**src/rtl/mss_defs.svh**
```systemverilog
// Purpose: constants of the motor speed supervisor
// Assumes: 250 MHz hclk, 32-bit AHB-Lite register words
// Notes:   offsets are byte addresses, timing counts derive from times
`ifndef MSS_DEFS_SVH
`define MSS_DEFS_SVH
`define MSS_CLK_HZ          250000000
`define MSS_MSG_TIME_MS     1000
`define MSS_MSG_CYC         ((`MSS_CLK_HZ / 1000) * `MSS_MSG_TIME_MS)
`define MSS_IDLE_TIME_MS    5000
`define MSS_IDLE_CYC        ((`MSS_CLK_HZ / 1000) * `MSS_IDLE_TIME_MS)
`define MSS_LOCK_TIME_MS    5000
`define MSS_LOCK_CYC        ((`MSS_CLK_HZ / 1000) * `MSS_LOCK_TIME_MS)
`define MSS_RAMP_FIX_DS     10
`define MSS_RAMP_MIN_DS     1
`define MSS_RAMP_MAX_DS     150
`define MSS_RAMP_REF_RPM    1000
`define MSS_SPD_MIN         16'd90
`define MSS_SPD_MAX         16'd1600
`define MSS_CTRL_OFF        32'h00
`define MSS_SETPT_OFF       32'h04
`define MSS_UPPER_OFF       32'h08
`define MSS_LOWER_OFF       32'h0c
`define MSS_RATIO_OFF       32'h10
`define MSS_STAT_OFF        32'h14
`define MSS_DISP_OFF        32'h18
`define MSS_ALRST_OFF       32'h1c
`define MSS_CTRL_LOCK_BIT   0
`define MSS_CTRL_EXT_BIT    1
`define MSS_CTRL_RAMP_BIT   2
`define MSS_CTRL_PONP_BIT   3
`define MSS_CTRL_RST        4'h8
`define MSS_SETPT_RST       16'd1000
`define MSS_RATIO_RST       20'd100
`endif

```
**src/rtl/mss_pkg.sv**
```systemverilog
// Purpose: types of the motor speed supervisor
// Assumes: nothing beyond the defs header
// Notes:   display modes and alarm codes
package mss_pkg;
  typedef enum logic [2:0] {
    MSS_D_NORM = 3'b000, MSS_D_LOCK = 3'b001, MSS_D_EXT = 3'b011,
    MSS_D_ERR = 3'b010, MSS_D_ALM = 3'b110
  } mss_disp_t;
  typedef enum logic [2:0] {
    MSS_A_NONE = 3'h0, MSS_A_HEAT = 3'h1, MSS_A_LOCK = 3'h2,
    MSS_A_NVM = 3'h3, MSS_A_PON = 3'h4
  } mss_alarm_t;
endpackage

```
**src/rtl/mss_top.sv**
```systemverilog
// Purpose: supervisory logic of an ac motor speed controller
// Assumes: synchronous panel and link inputs, one clock, ahb-lite slave
// Notes:   speed values in r/min, ratio in hundredths
// Function
// - lock ignores changes, still allows viewing
// - locked change shows lock warning 1 s
// - decimal point placed by ratio range
// - displayed speed is shaft speed over ratio
// - ramp off means fixed 1 s ramp
// - ramp on uses pot, 0.1 to 15 s
// - ramp time measured against 1000 r/min
// - upper limit below setpoint overwrites setpoint
// - lower limit above setpoint overwrites setpoint
// - external mode panel switches show indication
// - forward xor reverse decides external run
// - alarm cuts drive and blinks code
// - alarm display returns after 5 s idle
// - shaft locked 5 s raises lock alarm
// - memory fault raises memory alarm
// - power-on protection alarms on active run
// - power-on alarm clears when inputs release
// - overheat alarm latches until cleared
// - reset refused while run switch on
// - external reset refused while input on
// - power cycle clears latched alarms
// - limits accepted only 90 to 1600
// - external mode selects input source
//
// The register offsets and the AHB-Lite register port are this design's own decisions.
`timescale 1ns/100ps
`include "mss_defs.svh"
module mss_top
  import mss_pkg::*;
#(
  parameter int unsigned MSG_CYC  = `MSS_MSG_CYC,
  parameter int unsigned IDLE_CYC = `MSS_IDLE_CYC,
  parameter int unsigned LOCK_CYC = `MSS_LOCK_CYC
) (
  // clock and reset
  input  wire logic        hclk,
  input  wire logic        hresetn,
  // ahb-lite slave
  input  wire logic        hsel,
  input  wire logic [31:0] haddr,
  input  wire logic [1:0]  htrans,
  input  wire logic        hwrite,
  input  wire logic [2:0]  hsize,
  input  wire logic [31:0] hwdata,
  input  wire logic        hready,
  output logic      [31:0] hrdata,
  output logic             hreadyout,
  output logic             hresp,
  // front panel
  input  wire logic        panel_run_sw,
  input  wire logic        panel_dir_sw,
  input  wire logic        key_activity,
  input  wire logic        dial_change,
  input  wire logic [15:0] dial_value,
  input  wire logic [7:0]  ramp_pot,
  // external link
  input  wire logic        forward_run_input,
  input  wire logic        reverse_run_input,
  // motor side
  input  wire logic        thermal_open,
  input  wire logic        shaft_locked,
  input  wire logic        feedback_lost,
  input  wire logic        nvm_fault,
  input  wire logic [15:0] shaft_speed,
  // outputs
  output logic             drive_enable,
  output logic             drive_reverse,
  output logic [15:0]      ramp_time_ds,
  output logic [15:0]      disp_value,
  output logic [1:0]       disp_point,
  output logic [2:0]       disp_mode,
  output logic [2:0]       alarm_code,
  output logic             alarm_blink
);
  // registers
  logic [3:0]  ctrl_r;        // lock, ext, ramp, power-on protect
  logic [15:0] setpt_r;       // speed setpoint
  logic [15:0] upper_r;       // upper limit
  logic [15:0] lower_r;       // lower limit
  logic [19:0] ratio_r;       // reduction ratio, hundredths
  mss_alarm_t  alarm_r;       // latched alarm
  mss_disp_t   msg_r;         // transient message
  logic [31:0] msg_cnt_r;     // message timer
  logic [31:0] idle_cnt_r;    // key inactivity timer
  logic [31:0] lock_cnt_r;    // locked-shaft timer
  logic        pon_done_r;    // power-on check done
  logic        run_q_r;       // previous run switch
  logic        dir_q_r;       // previous direction switch
  logic        dir_r;         // panel direction
  // bus phase capture
  logic        wr_pend_r;
  logic        rd_pend_r;
  logic [7:0]  addr_r;
  logic [31:0] rdata_nxt;
  // events
  logic        alrst_req;     // software alarm reset pulse
  logic        rst_bad;       // reset refused
  logic        panel_poke;    // panel switch moved
  logic        ext;
  logic        ext_run;
  logic        run_cmd;
  logic [15:0] wval;
  logic        locked_try;

  assign ext  = ctrl_r[`MSS_CTRL_EXT_BIT];
  assign wval = hwdata[15:0];

  // ahb slave: zero wait, always okay
  assign hreadyout = 1'b1;
  assign hresp     = 1'b0;

  // address phase capture
  always_ff @(posedge hclk or negedge hresetn) begin
    if (!hresetn) begin
      wr_pend_r <= 1'b0;
      rd_pend_r <= 1'b0;
      addr_r    <= 8'h00;
    end else if (hready) begin
      wr_pend_r <= hsel && htrans[1] && hwrite;
      rd_pend_r <= hsel && htrans[1] && !hwrite;
      addr_r    <= haddr[7:0];
    end
  end

  // read mux, unmapped reads zero
  always_comb begin
    rdata_nxt = 32'h0;
    case ({24'h0, haddr[7:0]})
      `MSS_CTRL_OFF:  rdata_nxt = {28'h0, ctrl_r};
      `MSS_SETPT_OFF: rdata_nxt = {16'h0, setpt_r};
      `MSS_UPPER_OFF: rdata_nxt = {16'h0, upper_r};
      `MSS_LOWER_OFF: rdata_nxt = {16'h0, lower_r};
      `MSS_RATIO_OFF: rdata_nxt = {12'h0, ratio_r};
      `MSS_STAT_OFF:  rdata_nxt = {24'h0, run_cmd, drive_reverse, disp_mode, alarm_r};
      `MSS_DISP_OFF:  rdata_nxt = {14'h0, disp_point, disp_value};
      default:        rdata_nxt = 32'h0;
    endcase
  end

  // read data registered at address phase
  always_ff @(posedge hclk or negedge hresetn) begin
    if (!hresetn) begin
      hrdata <= 32'h0;
    end else if (hready && hsel && htrans[1] && !hwrite) begin
      hrdata <= rdata_nxt;
    end
  end

  // also: writes of settings count as dial changes
  wire wr_set = wr_pend_r && (addr_r == `MSS_SETPT_OFF || addr_r == `MSS_UPPER_OFF ||
                addr_r == `MSS_LOWER_OFF || addr_r == `MSS_RATIO_OFF);
  assign locked_try = ctrl_r[`MSS_CTRL_LOCK_BIT] && (dial_change || wr_set);
  assign alrst_req  = wr_pend_r && (addr_r == `MSS_ALRST_OFF) && hwdata[0];

  // control register, lock bit itself stays writable
  always_ff @(posedge hclk or negedge hresetn) begin
    if (!hresetn) begin
      ctrl_r <= `MSS_CTRL_RST;
    end else if (wr_pend_r && addr_r == `MSS_CTRL_OFF) begin
      ctrl_r <= hwdata[3:0];
    end
  end

  // limits and ratio
  always_ff @(posedge hclk or negedge hresetn) begin
    if (!hresetn) begin
      upper_r <= `MSS_SPD_MAX;
      lower_r <= `MSS_SPD_MIN;
      ratio_r <= `MSS_RATIO_RST;
    end else if (wr_pend_r && !ctrl_r[`MSS_CTRL_LOCK_BIT]) begin
      if (addr_r == `MSS_UPPER_OFF && wval >= `MSS_SPD_MIN && wval <= `MSS_SPD_MAX
          && wval >= lower_r) begin
        upper_r <= wval;
      end
      if (addr_r == `MSS_LOWER_OFF && wval >= `MSS_SPD_MIN && wval <= `MSS_SPD_MAX
          && wval <= upper_r) begin
        lower_r <= wval;
      end
      if (addr_r == `MSS_RATIO_OFF && hwdata[19:0] >= `MSS_RATIO_RST) begin
        ratio_r <= hwdata[19:0];
      end
    end
  end

  // setpoint with clamping
  always_ff @(posedge hclk or negedge hresetn) begin
    if (!hresetn) begin
      setpt_r <= `MSS_SETPT_RST;
    end else if (setpt_r > upper_r) begin
      setpt_r <= upper_r;
    end else if (setpt_r < lower_r) begin
      setpt_r <= lower_r;
    end else if (!ctrl_r[`MSS_CTRL_LOCK_BIT]) begin
      if (dial_change) begin
        setpt_r <= (dial_value > upper_r) ? upper_r :
                   (dial_value < lower_r) ? lower_r : dial_value;
      end else if (wr_pend_r && addr_r == `MSS_SETPT_OFF) begin
        setpt_r <= (wval > upper_r) ? upper_r : (wval < lower_r) ? lower_r : wval;
      end
    end
  end

  // panel switch edges
  always_ff @(posedge hclk or negedge hresetn) begin
    if (!hresetn) begin
      run_q_r <= 1'b0;
      dir_q_r <= 1'b0;
    end else begin
      run_q_r <= panel_run_sw;
      dir_q_r <= panel_dir_sw;
    end
  end
  assign panel_poke = (panel_run_sw ^ run_q_r) || (panel_dir_sw ^ dir_q_r);

  // panel direction follows switch only in panel mode
  always_ff @(posedge hclk or negedge hresetn) begin
    if (!hresetn) begin
      dir_r <= 1'b0;
    end else if (!ext) begin
      dir_r <= panel_dir_sw;
    end
  end

  assign ext_run = forward_run_input ^ reverse_run_input;
  assign run_cmd = ext ? ext_run : panel_run_sw;

  assign rst_bad = alrst_req && (panel_run_sw || (ext && (forward_run_input ||
                   reverse_run_input)));

  // locked shaft timer, restarted whenever the shaft moves
  always_ff @(posedge hclk or negedge hresetn) begin
    if (!hresetn) begin
      lock_cnt_r <= 32'h0;
    end else if (!(shaft_locked && drive_enable)) begin
      lock_cnt_r <= 32'h0;
    end else if (lock_cnt_r < LOCK_CYC) begin
      lock_cnt_r <= lock_cnt_r + 32'h1;
    end
  end

  // alarm latch, first alarm held; reset clears
  always_ff @(posedge hclk or negedge hresetn) begin
    if (!hresetn) begin
      alarm_r    <= MSS_A_NONE;
      pon_done_r <= 1'b0;
    end else begin
      pon_done_r <= 1'b1;
      if (alarm_r == MSS_A_NONE) begin
        if (nvm_fault) begin
          alarm_r <= MSS_A_NVM;
        end else if (thermal_open) begin
          alarm_r <= MSS_A_HEAT;
        end else if (lock_cnt_r >= LOCK_CYC || feedback_lost) begin
          alarm_r <= MSS_A_LOCK;
        end else if (!pon_done_r && ctrl_r[`MSS_CTRL_PONP_BIT] &&
                     (panel_run_sw || forward_run_input || reverse_run_input)) begin
          alarm_r <= MSS_A_PON;
        end
      end else if (alarm_r == MSS_A_PON && !panel_run_sw && !forward_run_input &&
                   !reverse_run_input) begin
        alarm_r <= MSS_A_NONE;
      end else if (alrst_req && !rst_bad && !nvm_fault && !thermal_open) begin
        alarm_r <= MSS_A_NONE;
      end
    end
  end

  always_ff @(posedge hclk or negedge hresetn) begin
    if (!hresetn) begin
      msg_r     <= MSS_D_NORM;
      msg_cnt_r <= 32'h0;
    end else if (rst_bad) begin
      msg_r     <= MSS_D_ERR;
      msg_cnt_r <= MSG_CYC;
    end else if (ext && panel_poke) begin
      msg_r     <= MSS_D_EXT;
      msg_cnt_r <= MSG_CYC;
    end else if (locked_try) begin
      msg_r     <= MSS_D_LOCK;
      msg_cnt_r <= MSG_CYC;
    end else if (msg_cnt_r > 32'h1) begin
      msg_cnt_r <= msg_cnt_r - 32'h1;
    end else begin
      msg_r     <= MSS_D_NORM;
      msg_cnt_r <= 32'h0;
    end
  end

  always_ff @(posedge hclk or negedge hresetn) begin
    if (!hresetn) begin
      idle_cnt_r <= 32'h0;
    end else if (key_activity) begin
      idle_cnt_r <= IDLE_CYC;
    end else if (idle_cnt_r != 32'h0) begin
      idle_cnt_r <= idle_cnt_r - 32'h1;
    end
  end

  // drive outputs
  always_ff @(posedge hclk or negedge hresetn) begin
    if (!hresetn) begin
      drive_enable  <= 1'b0;
      drive_reverse <= 1'b0;
    end else begin
      drive_enable  <= run_cmd && (alarm_r == MSS_A_NONE);
      drive_reverse <= ext ? reverse_run_input : dir_r;
    end
  end

  // ramp selection
  always_ff @(posedge hclk or negedge hresetn) begin
    if (!hresetn) begin
      ramp_time_ds <= 16'(`MSS_RAMP_FIX_DS);
    end else if (!ctrl_r[`MSS_CTRL_RAMP_BIT]) begin
      ramp_time_ds <= 16'(`MSS_RAMP_FIX_DS);
    end else begin
      ramp_time_ds <= (ramp_pot < 8'(`MSS_RAMP_MIN_DS)) ? 16'(`MSS_RAMP_MIN_DS) :
                      (ramp_pot > 8'(`MSS_RAMP_MAX_DS)) ? 16'(`MSS_RAMP_MAX_DS) :
                      {8'h0, ramp_pot};
    end
  end

  // display value and point
  logic [35:0] scaled;        // shaft speed times point scale
  logic [1:0]  point_nxt;     // digits after the point
  logic [19:0] scale_k;       // hundred times ten to the point
  // point by range, four digits for any ratio
  always_comb begin
    if (ratio_r < 20'd1000) begin
      point_nxt = 2'd0;
      scale_k   = 20'd100;
    end else if (ratio_r < 20'd10000) begin
      point_nxt = 2'd1;
      scale_k   = 20'd1000;
    end else if (ratio_r < 20'd100000) begin
      point_nxt = 2'd2;
      scale_k   = 20'd10000;
    end else begin
      point_nxt = 2'd3;
      scale_k   = 20'd100000;
    end
  end
  // product stays below 2**36 for any shaft speed
  assign scaled = {20'h0, shaft_speed} * {16'h0, scale_k};
  always_ff @(posedge hclk or negedge hresetn) begin
    if (!hresetn) begin
      disp_value  <= 16'h0;
      disp_point  <= 2'h0;
      disp_mode   <= 3'(MSS_D_NORM);
      alarm_code  <= 3'h0;
      alarm_blink <= 1'b0;
    end else begin
      // speed over ratio, in units of the point
      disp_value <= 16'(scaled / {16'h0, ratio_r});
      disp_point <= point_nxt;
      alarm_code  <= alarm_r;
      alarm_blink <= (alarm_r != MSS_A_NONE);
      if (msg_r != MSS_D_NORM) disp_mode <= msg_r;
      else if (alarm_r != MSS_A_NONE && idle_cnt_r == 32'h0) disp_mode <= MSS_D_ALM;
      else disp_mode <= MSS_D_NORM;
    end
  end
endmodule

```
**config.mk**
```make
export PLATFORM = sky130hd
export DESIGN_NAME = mss_top
export DESIGN_NICKNAME = d
export VERILOG_FILES = /design/src/rtl/mss_pkg.sv /design/src/rtl/mss_top.sv
export VERILOG_INCLUDE_DIRS = /design/src /design/src/rtl
export SDC_FILE = /design/constraint.sdc
export NUM_CORES = 2
export LEC_CHECK = 0
export ABC_AREA = 1
export BUFFER_PORTS_ARGS = -buffer_cell sky130_fd_sc_hd__buf_2
export CAP_MARGIN = 5
export CORE_UTILIZATION = 35
export DETAILED_ROUTE_END_ITERATION = 8
export PLACE_DENSITY = 0.55
export REMOVE_ABC_BUFFERS = 1
export SYNTH_ARGS = -nofsm -noshare
export SYNTH_HDL_FRONTEND = slang
export SYNTH_SLANG_ARGS = --single-unit
```
**constraint.sdc**
```tcl
create_clock -name hclk -period 116 [get_ports hclk]
set_clock_uncertainty 0.05 [all_clocks]
set_input_delay 5.8 -clock hclk [delete_from_list [all_inputs] [get_ports hclk]]
set_output_delay 5.8 -clock hclk [all_outputs]
set_load 0.02 [all_outputs]
```
== Word-level counts from Yosys, hierarchy flattened ==
Cells that the tools add are included.

* $mul: 1
* Bitwise operators: 3
* Eq/ne operators: 16
* Divide/modulo/power cells: 1
* Add/sub/neg operators: 3
* Mux-type cells: 42
* Reduce and logical (&&, ||, !) cells: 67
* Magnitude comparators: 19

{| class="wikitable"
|+ Operators with widths
! operator !! number
|-
| $mux W32 || 8
|-
| $mux W16 || 9
|-
| $pmux W20 S7 || 1
|-
| $sub A32 B1 Y32 const B || 2
|-
| $mux W17 || 3
|-
| $gt A16 B16 Y1 || 3
|-
| $lt A16 B16 Y1 || 3
|-
| $eq A8 B5 Y1 const B || 5
|-
| $mux W3 || 13
|-
| $div A36 B20 Y36 || 1
|-
| $mul A16 B20 Y36 || 1
|-
| $logic_and A1 B1 Y1 || 33
|-
| $add A32 B1 Y32 const B || 1
|-
| $eq A8 B4 Y1 const B || 4
|-
| $ge A32 B31 Y1 const B || 1
|-
| $gt A32 B1 Y1 const B || 1
|-
| $logic_not A32 Y1 || 1
|-
| $lt A32 B31 Y1 const B || 1
|-
| $reduce_bool A32 Y1 || 1
|-
| $mux W8 || 3
|-
| $ge A20 B7 Y1 const B || 1
|-
| $lt A20 B10 Y1 const B || 1
|-
| $lt A20 B14 Y1 const B || 1
|-
| $lt A20 B17 Y1 const B || 1
|-
| other kinds (23) || 53
|}

* Bits in registers: 262
* Output and inout bits: 77
* Word-level logic and storage cells: 177
* Bits of input ports: 124

== Longest topological paths before layout ==
* Depth in word-level cells: 11
* Gate-level depth with buffers: 847
* Mapped depth without buffers: 793

== Least setup slack after synthesis ==
OpenSTA, ideal clock, no wires.

* Kind: input to register
* Start: input port shaft_speed[14]
* End: register disp_value[0]
* Path buffers: 57
* Slack: 2.851 ns
* Data required time: 115.831 ns
* Setup time: 0.119 ns
* Stages on the path: 797
* Arrival time: 112.980 ns
* Cells stage by stage: clkinv_1 > nor2_1 > nand2_1 > fa_1 > fa_1 > inv_1 > fa_1 > fa_1 > fa_1 > inv_1 > fa_1 > inv_1 > ha_1 > nand2_1 > nor2_1 > nand2_1 > nor2_1 > nand2_1 > [... 761 more ...] > nand2_2 > nor2_2 > nand2_2 > buf_6 > buf_12 > o21ai_1 > inv_2 > ha_1 > a21oi_1 > nor2_1 > a211oi_1 > a21oi_1 > a211oi_1 > nand2_1 > nor2_1 > nand2_1 > nor2_1 > nand2_1

* Word-level cells in the longest chain between the ends: 2

{| class="wikitable"
|+ RTL lines
! item !! RTL line !! source
|-
| from (decl) || mss_top.sv:68 || <nowiki>input wire logic [15:0] shaft_speed,</nowiki>
|-
| $mul A16 B20 Y36 || mss_top.sv:348 || <nowiki>assign scaled = {20'h0, shaft_speed} * {16'h0, scale_k};</nowiki>
|-
| $div A36 B20 Y36 || mss_top.sv:358 || <nowiki>disp_value <= 16'(scaled / {16'h0, ratio_r});</nowiki>
|-
| to (signal assigned) || mss_top.sv:358 ||
|-
| to (decl) || mss_top.sv:73 || <nowiki>output logic [15:0] disp_value,</nowiki>
|}

No other way between the ends.
A chain may end at the register's enable or synchronous reset.

==> results.md <==
- Fin area: 0.0598 sq mm
- Least-Margin Pin Slew: 1.13 ns
- Synth top area share: 18.1%
- Cell area after synthesis: 0.0534 sq mm
- Unique cell type count in the Yosys netlist: 88
- Initial antenna violation count: 8
- Ys Warns: 0
- Synth Flop Type: dfrtp_1
- Reg2reg path depth: 781
- Vias in the first global route: 50103
- DRC viols: 0
- NumNets Final: 9583
- Syn_area_per_cell: 6.46 sq um
- Register area share after synthesis: 11.3%
- Vias: 53610
- Clock transition at path regs: 0.06 ns
- Outcome: finished clean
- Detailed Route WL: 167000 um
- Via density: 5.06
- ANT nets after route: 0
- CP most frequent cell: nand2_1
- Critical Path AT: 106.46 ns
- Pins over their slew limit: 0
- CTS tree: built
- Reg2reg start: ratio_r[19]
- Hold Vio Cnt, Final: 0
- Chip height: 393 um
- CP startpoint kind: input port
- CTS Buf Count: 31
- Drt first pass iters: 5
- Worst skew pair latency: 0.61 ns
- Area grow syn2layout: 12.1%
- DP Wirelength: 133000 um
- Critical Path Fanout Max: 19
- Maximum clock frequency: 9.43 MHz
- Largest net degree at the start of global routing: 101
- Max-Cap Viols: 0
- Grt total ovfl: 0
- Worst min-delay path category: flip-flop to flip-flop
- Layout cells sized above 1: 13.3%
- Port-buffer cells: 138
- Cells after synthesis: 8264
- Flop-to-flop setup slack: 11.49 ns
- Die span in x: 393 um
- Gpl congestion: 0.916
- Data required, critical path: 116.39 ns
- Worst path max stage delay: 0.60 ns
- Area of the die: 0.154 sq mm
- Worst Hold Depth: 0
- Htree depth: 1
- Wirelength per Cell: 15.7 um
- CP Capture Type: flip-flop
- Core area: 0.151 sq mm
- Clock Path Buffers: 3
- Yosys reg bits: 241
- GRT Total Usage: 21.0%
- Area contributors post-synth: ha_1, nand2_1, dfrtp_1
- Initial Utilization: 35.4%
- Core Rows: 142
- DP Area: 0.0572 sq mm
- Post-synth EDFFs: 0
- Max transition margin: 24.4%
- DRT iter0 DRCs: 3401
- Filler cell count: 16181
- WHS Endpoint: alarm_code[1]
- Slowest CP cell: fa_1
- Root buffer cell: clkbuf_16
- Reg-to-Reg End: disp_value[0]
- Slack of the critical path: 9.93 ns
- Top cell type by total area after synthesis: ha_1
- Async SR Flop Fraction: 100%
- TritonCTS sink count: 241
- Crit path kind: input port to flip-flop
- Placement Setup Slack: -0.613 ns
- Hold_sp: alarm_r[1]
- Hold slack: 0.354 ns
- Period Utilization, post-route: 91.4%
- First-pass GRT wire length: 264000 um
- # setup viols final: 0
- Fin crit period: 106.07 ns
- Ports: 201
- Fin Setup TNS: 0 ns
==> cell usage after synthesis (19+ instances only) <==
cell type	instances
buf_4	28
fa_1	132
nand4_1	133
o21ai_0	522
xnor2_1	171
nor2_1	662
nor2_4	27
nand3b_1	23
a31oi_1	35
nor2_2	44
dfstp_2	19
a21oi_1	548
inv_1	1363
o21ai_1	46
a21o_1	39
or2_2	74
nand3_1	356
inv_2	45
o22ai_1	34
xor2_1	250
nor3_1	105
nand3_2	54
ha_1	773
nand2_4	24
nand2_2	110
o21bai_1	58
clkbuf_1	117
o211ai_1	57
nor4_1	37
o31ai_1	20
dfrtp_1	222
a211oi_1	29
o221ai_1	25
nand2_1	1860
==> routing by layer <==
metal  GRT usage [%]  wire (um)  up-vias
met5               0         23        -
met2            34.2      73100     1125
li1                -          -    27536
met3            1.47       8040      146
met4            4.07       3100        4
met1            30.3      82600    24799
==> critical path, delay by kind of cell <==
family	cells	cell delay [ns]
compound gates	326	50.36
fa+ha+maj	47	16.08
buf+inv	201	17.01
simple gates	337	33.67
==> how the worst max path moves through the flow <==
stage / start / endpoint / slack (ns) / depth (start not counted)
2_1_floorplan: shaft_speed[14] / disp_value[0] / 4.15 / 1176
3_3_place_gp: shaft_speed[13] / disp_value[0] / 0.68 / 1172
3_5_place_dp: shaft_speed[13] / disp_value[0] / -0.61 / 937
4_1_cts: shaft_speed[13] / disp_value[0] / 0.12 / 912
5_1_grt: shaft_speed[15] / disp_value[0] / -0.58 / 909
6_report: shaft_speed[13] / disp_value[0] / 9.93 / 911
==> sequential cells by signal (all words and copies together) (netlist names), 2 cells and up <==
name	cells
addr_r	8
alarm_code	3
alarm_r	3
ctrl_r	4
disp_mode	3
disp_point	2
disp_value	16
hrdata	20
idle_cnt_r	32
lock_cnt_r	32
lower_r	16
msg_cnt_r	32
msg_r	2
ramp_time_ds	8
ratio_r	20
setpt_r	16
upper_r	16
==> cells in the final DEF (no fill, tap or decap), types with 19 or more instances in the layout <==
master,instances
a211oi_1,26
a21o_1,39
a21oi_1,460
a21oi_2,92
a31oi_1,32
buf_2,140
buf_4,251
clkbuf_16,31
conb_1,23
dfrtp_1,222
dfstp_2,19
fa_1,131
ha_1,768
inv_1,1340
inv_2,58
nand2_1,1854
nand2_2,115
nand2_4,27
nand3_1,356
nand3_2,53
nand3b_1,23
nand4_1,133
nor2_1,640
nor2_2,58
nor2_4,35
nor3_1,102
nor4_1,34
o211ai_1,57
o21ai_0,474
o21ai_1,77
o21ai_2,31
o21bai_1,56
o221ai_1,21
o22ai_1,34
or2_2,74
xnor2_1,171
xor2_1,250
==> kinds of logic after synthesis <==
kind of cell	Yosys count	synth area share, %
muxes	6	0.124
adders and majority gates	905	23.1
xor gates and xnor gates	421	6.91
and+or+nand+nor	3562	30.2
other	2	0.0141
DFF	241	11.3
buffers and inverters	1613	12.1
AOI/OAI and AO/OA	1514	16.3
==> area by class of cell <==
cell class	count	area, sq um	share of cell area [%]
Inverter	1434	5470	9.14
Clock buffer	42	867	1.45
Timing Repair inverter	4	22.5	0.0376
Timing Repair Buffer	407	2840	4.75
Tap cell	2016	2520	4.22
Sequential cell	241	6050	10.1
Clock inverter	14	236	0.395
Antenna cell	2	5.00	0.00836
Multi-Input combinational cell	6435	41800	69.9
==> timing repair <==
item / 4_1_cts / 5_1_grt
gates resized for setup: 4 / 271
hold buffers: 0 / 0
setup buffers: 0 / 78
endpoints found under the setup margin: 1 / 5
gates cloned: 0 / 10
pin swaps: 0 / 58
==> per-stage QoR <==
stage,util [%],cells
global route,39.7,10593
floorplan,-,8106
CTS,38.7,10504
finish,39.7,10595
detailed placement,37.9,10448
global placement,37.9,10448
Power is not shown: default switching activity piles up to over one toggle a cycle in this logic, so the estimate is an artifact.
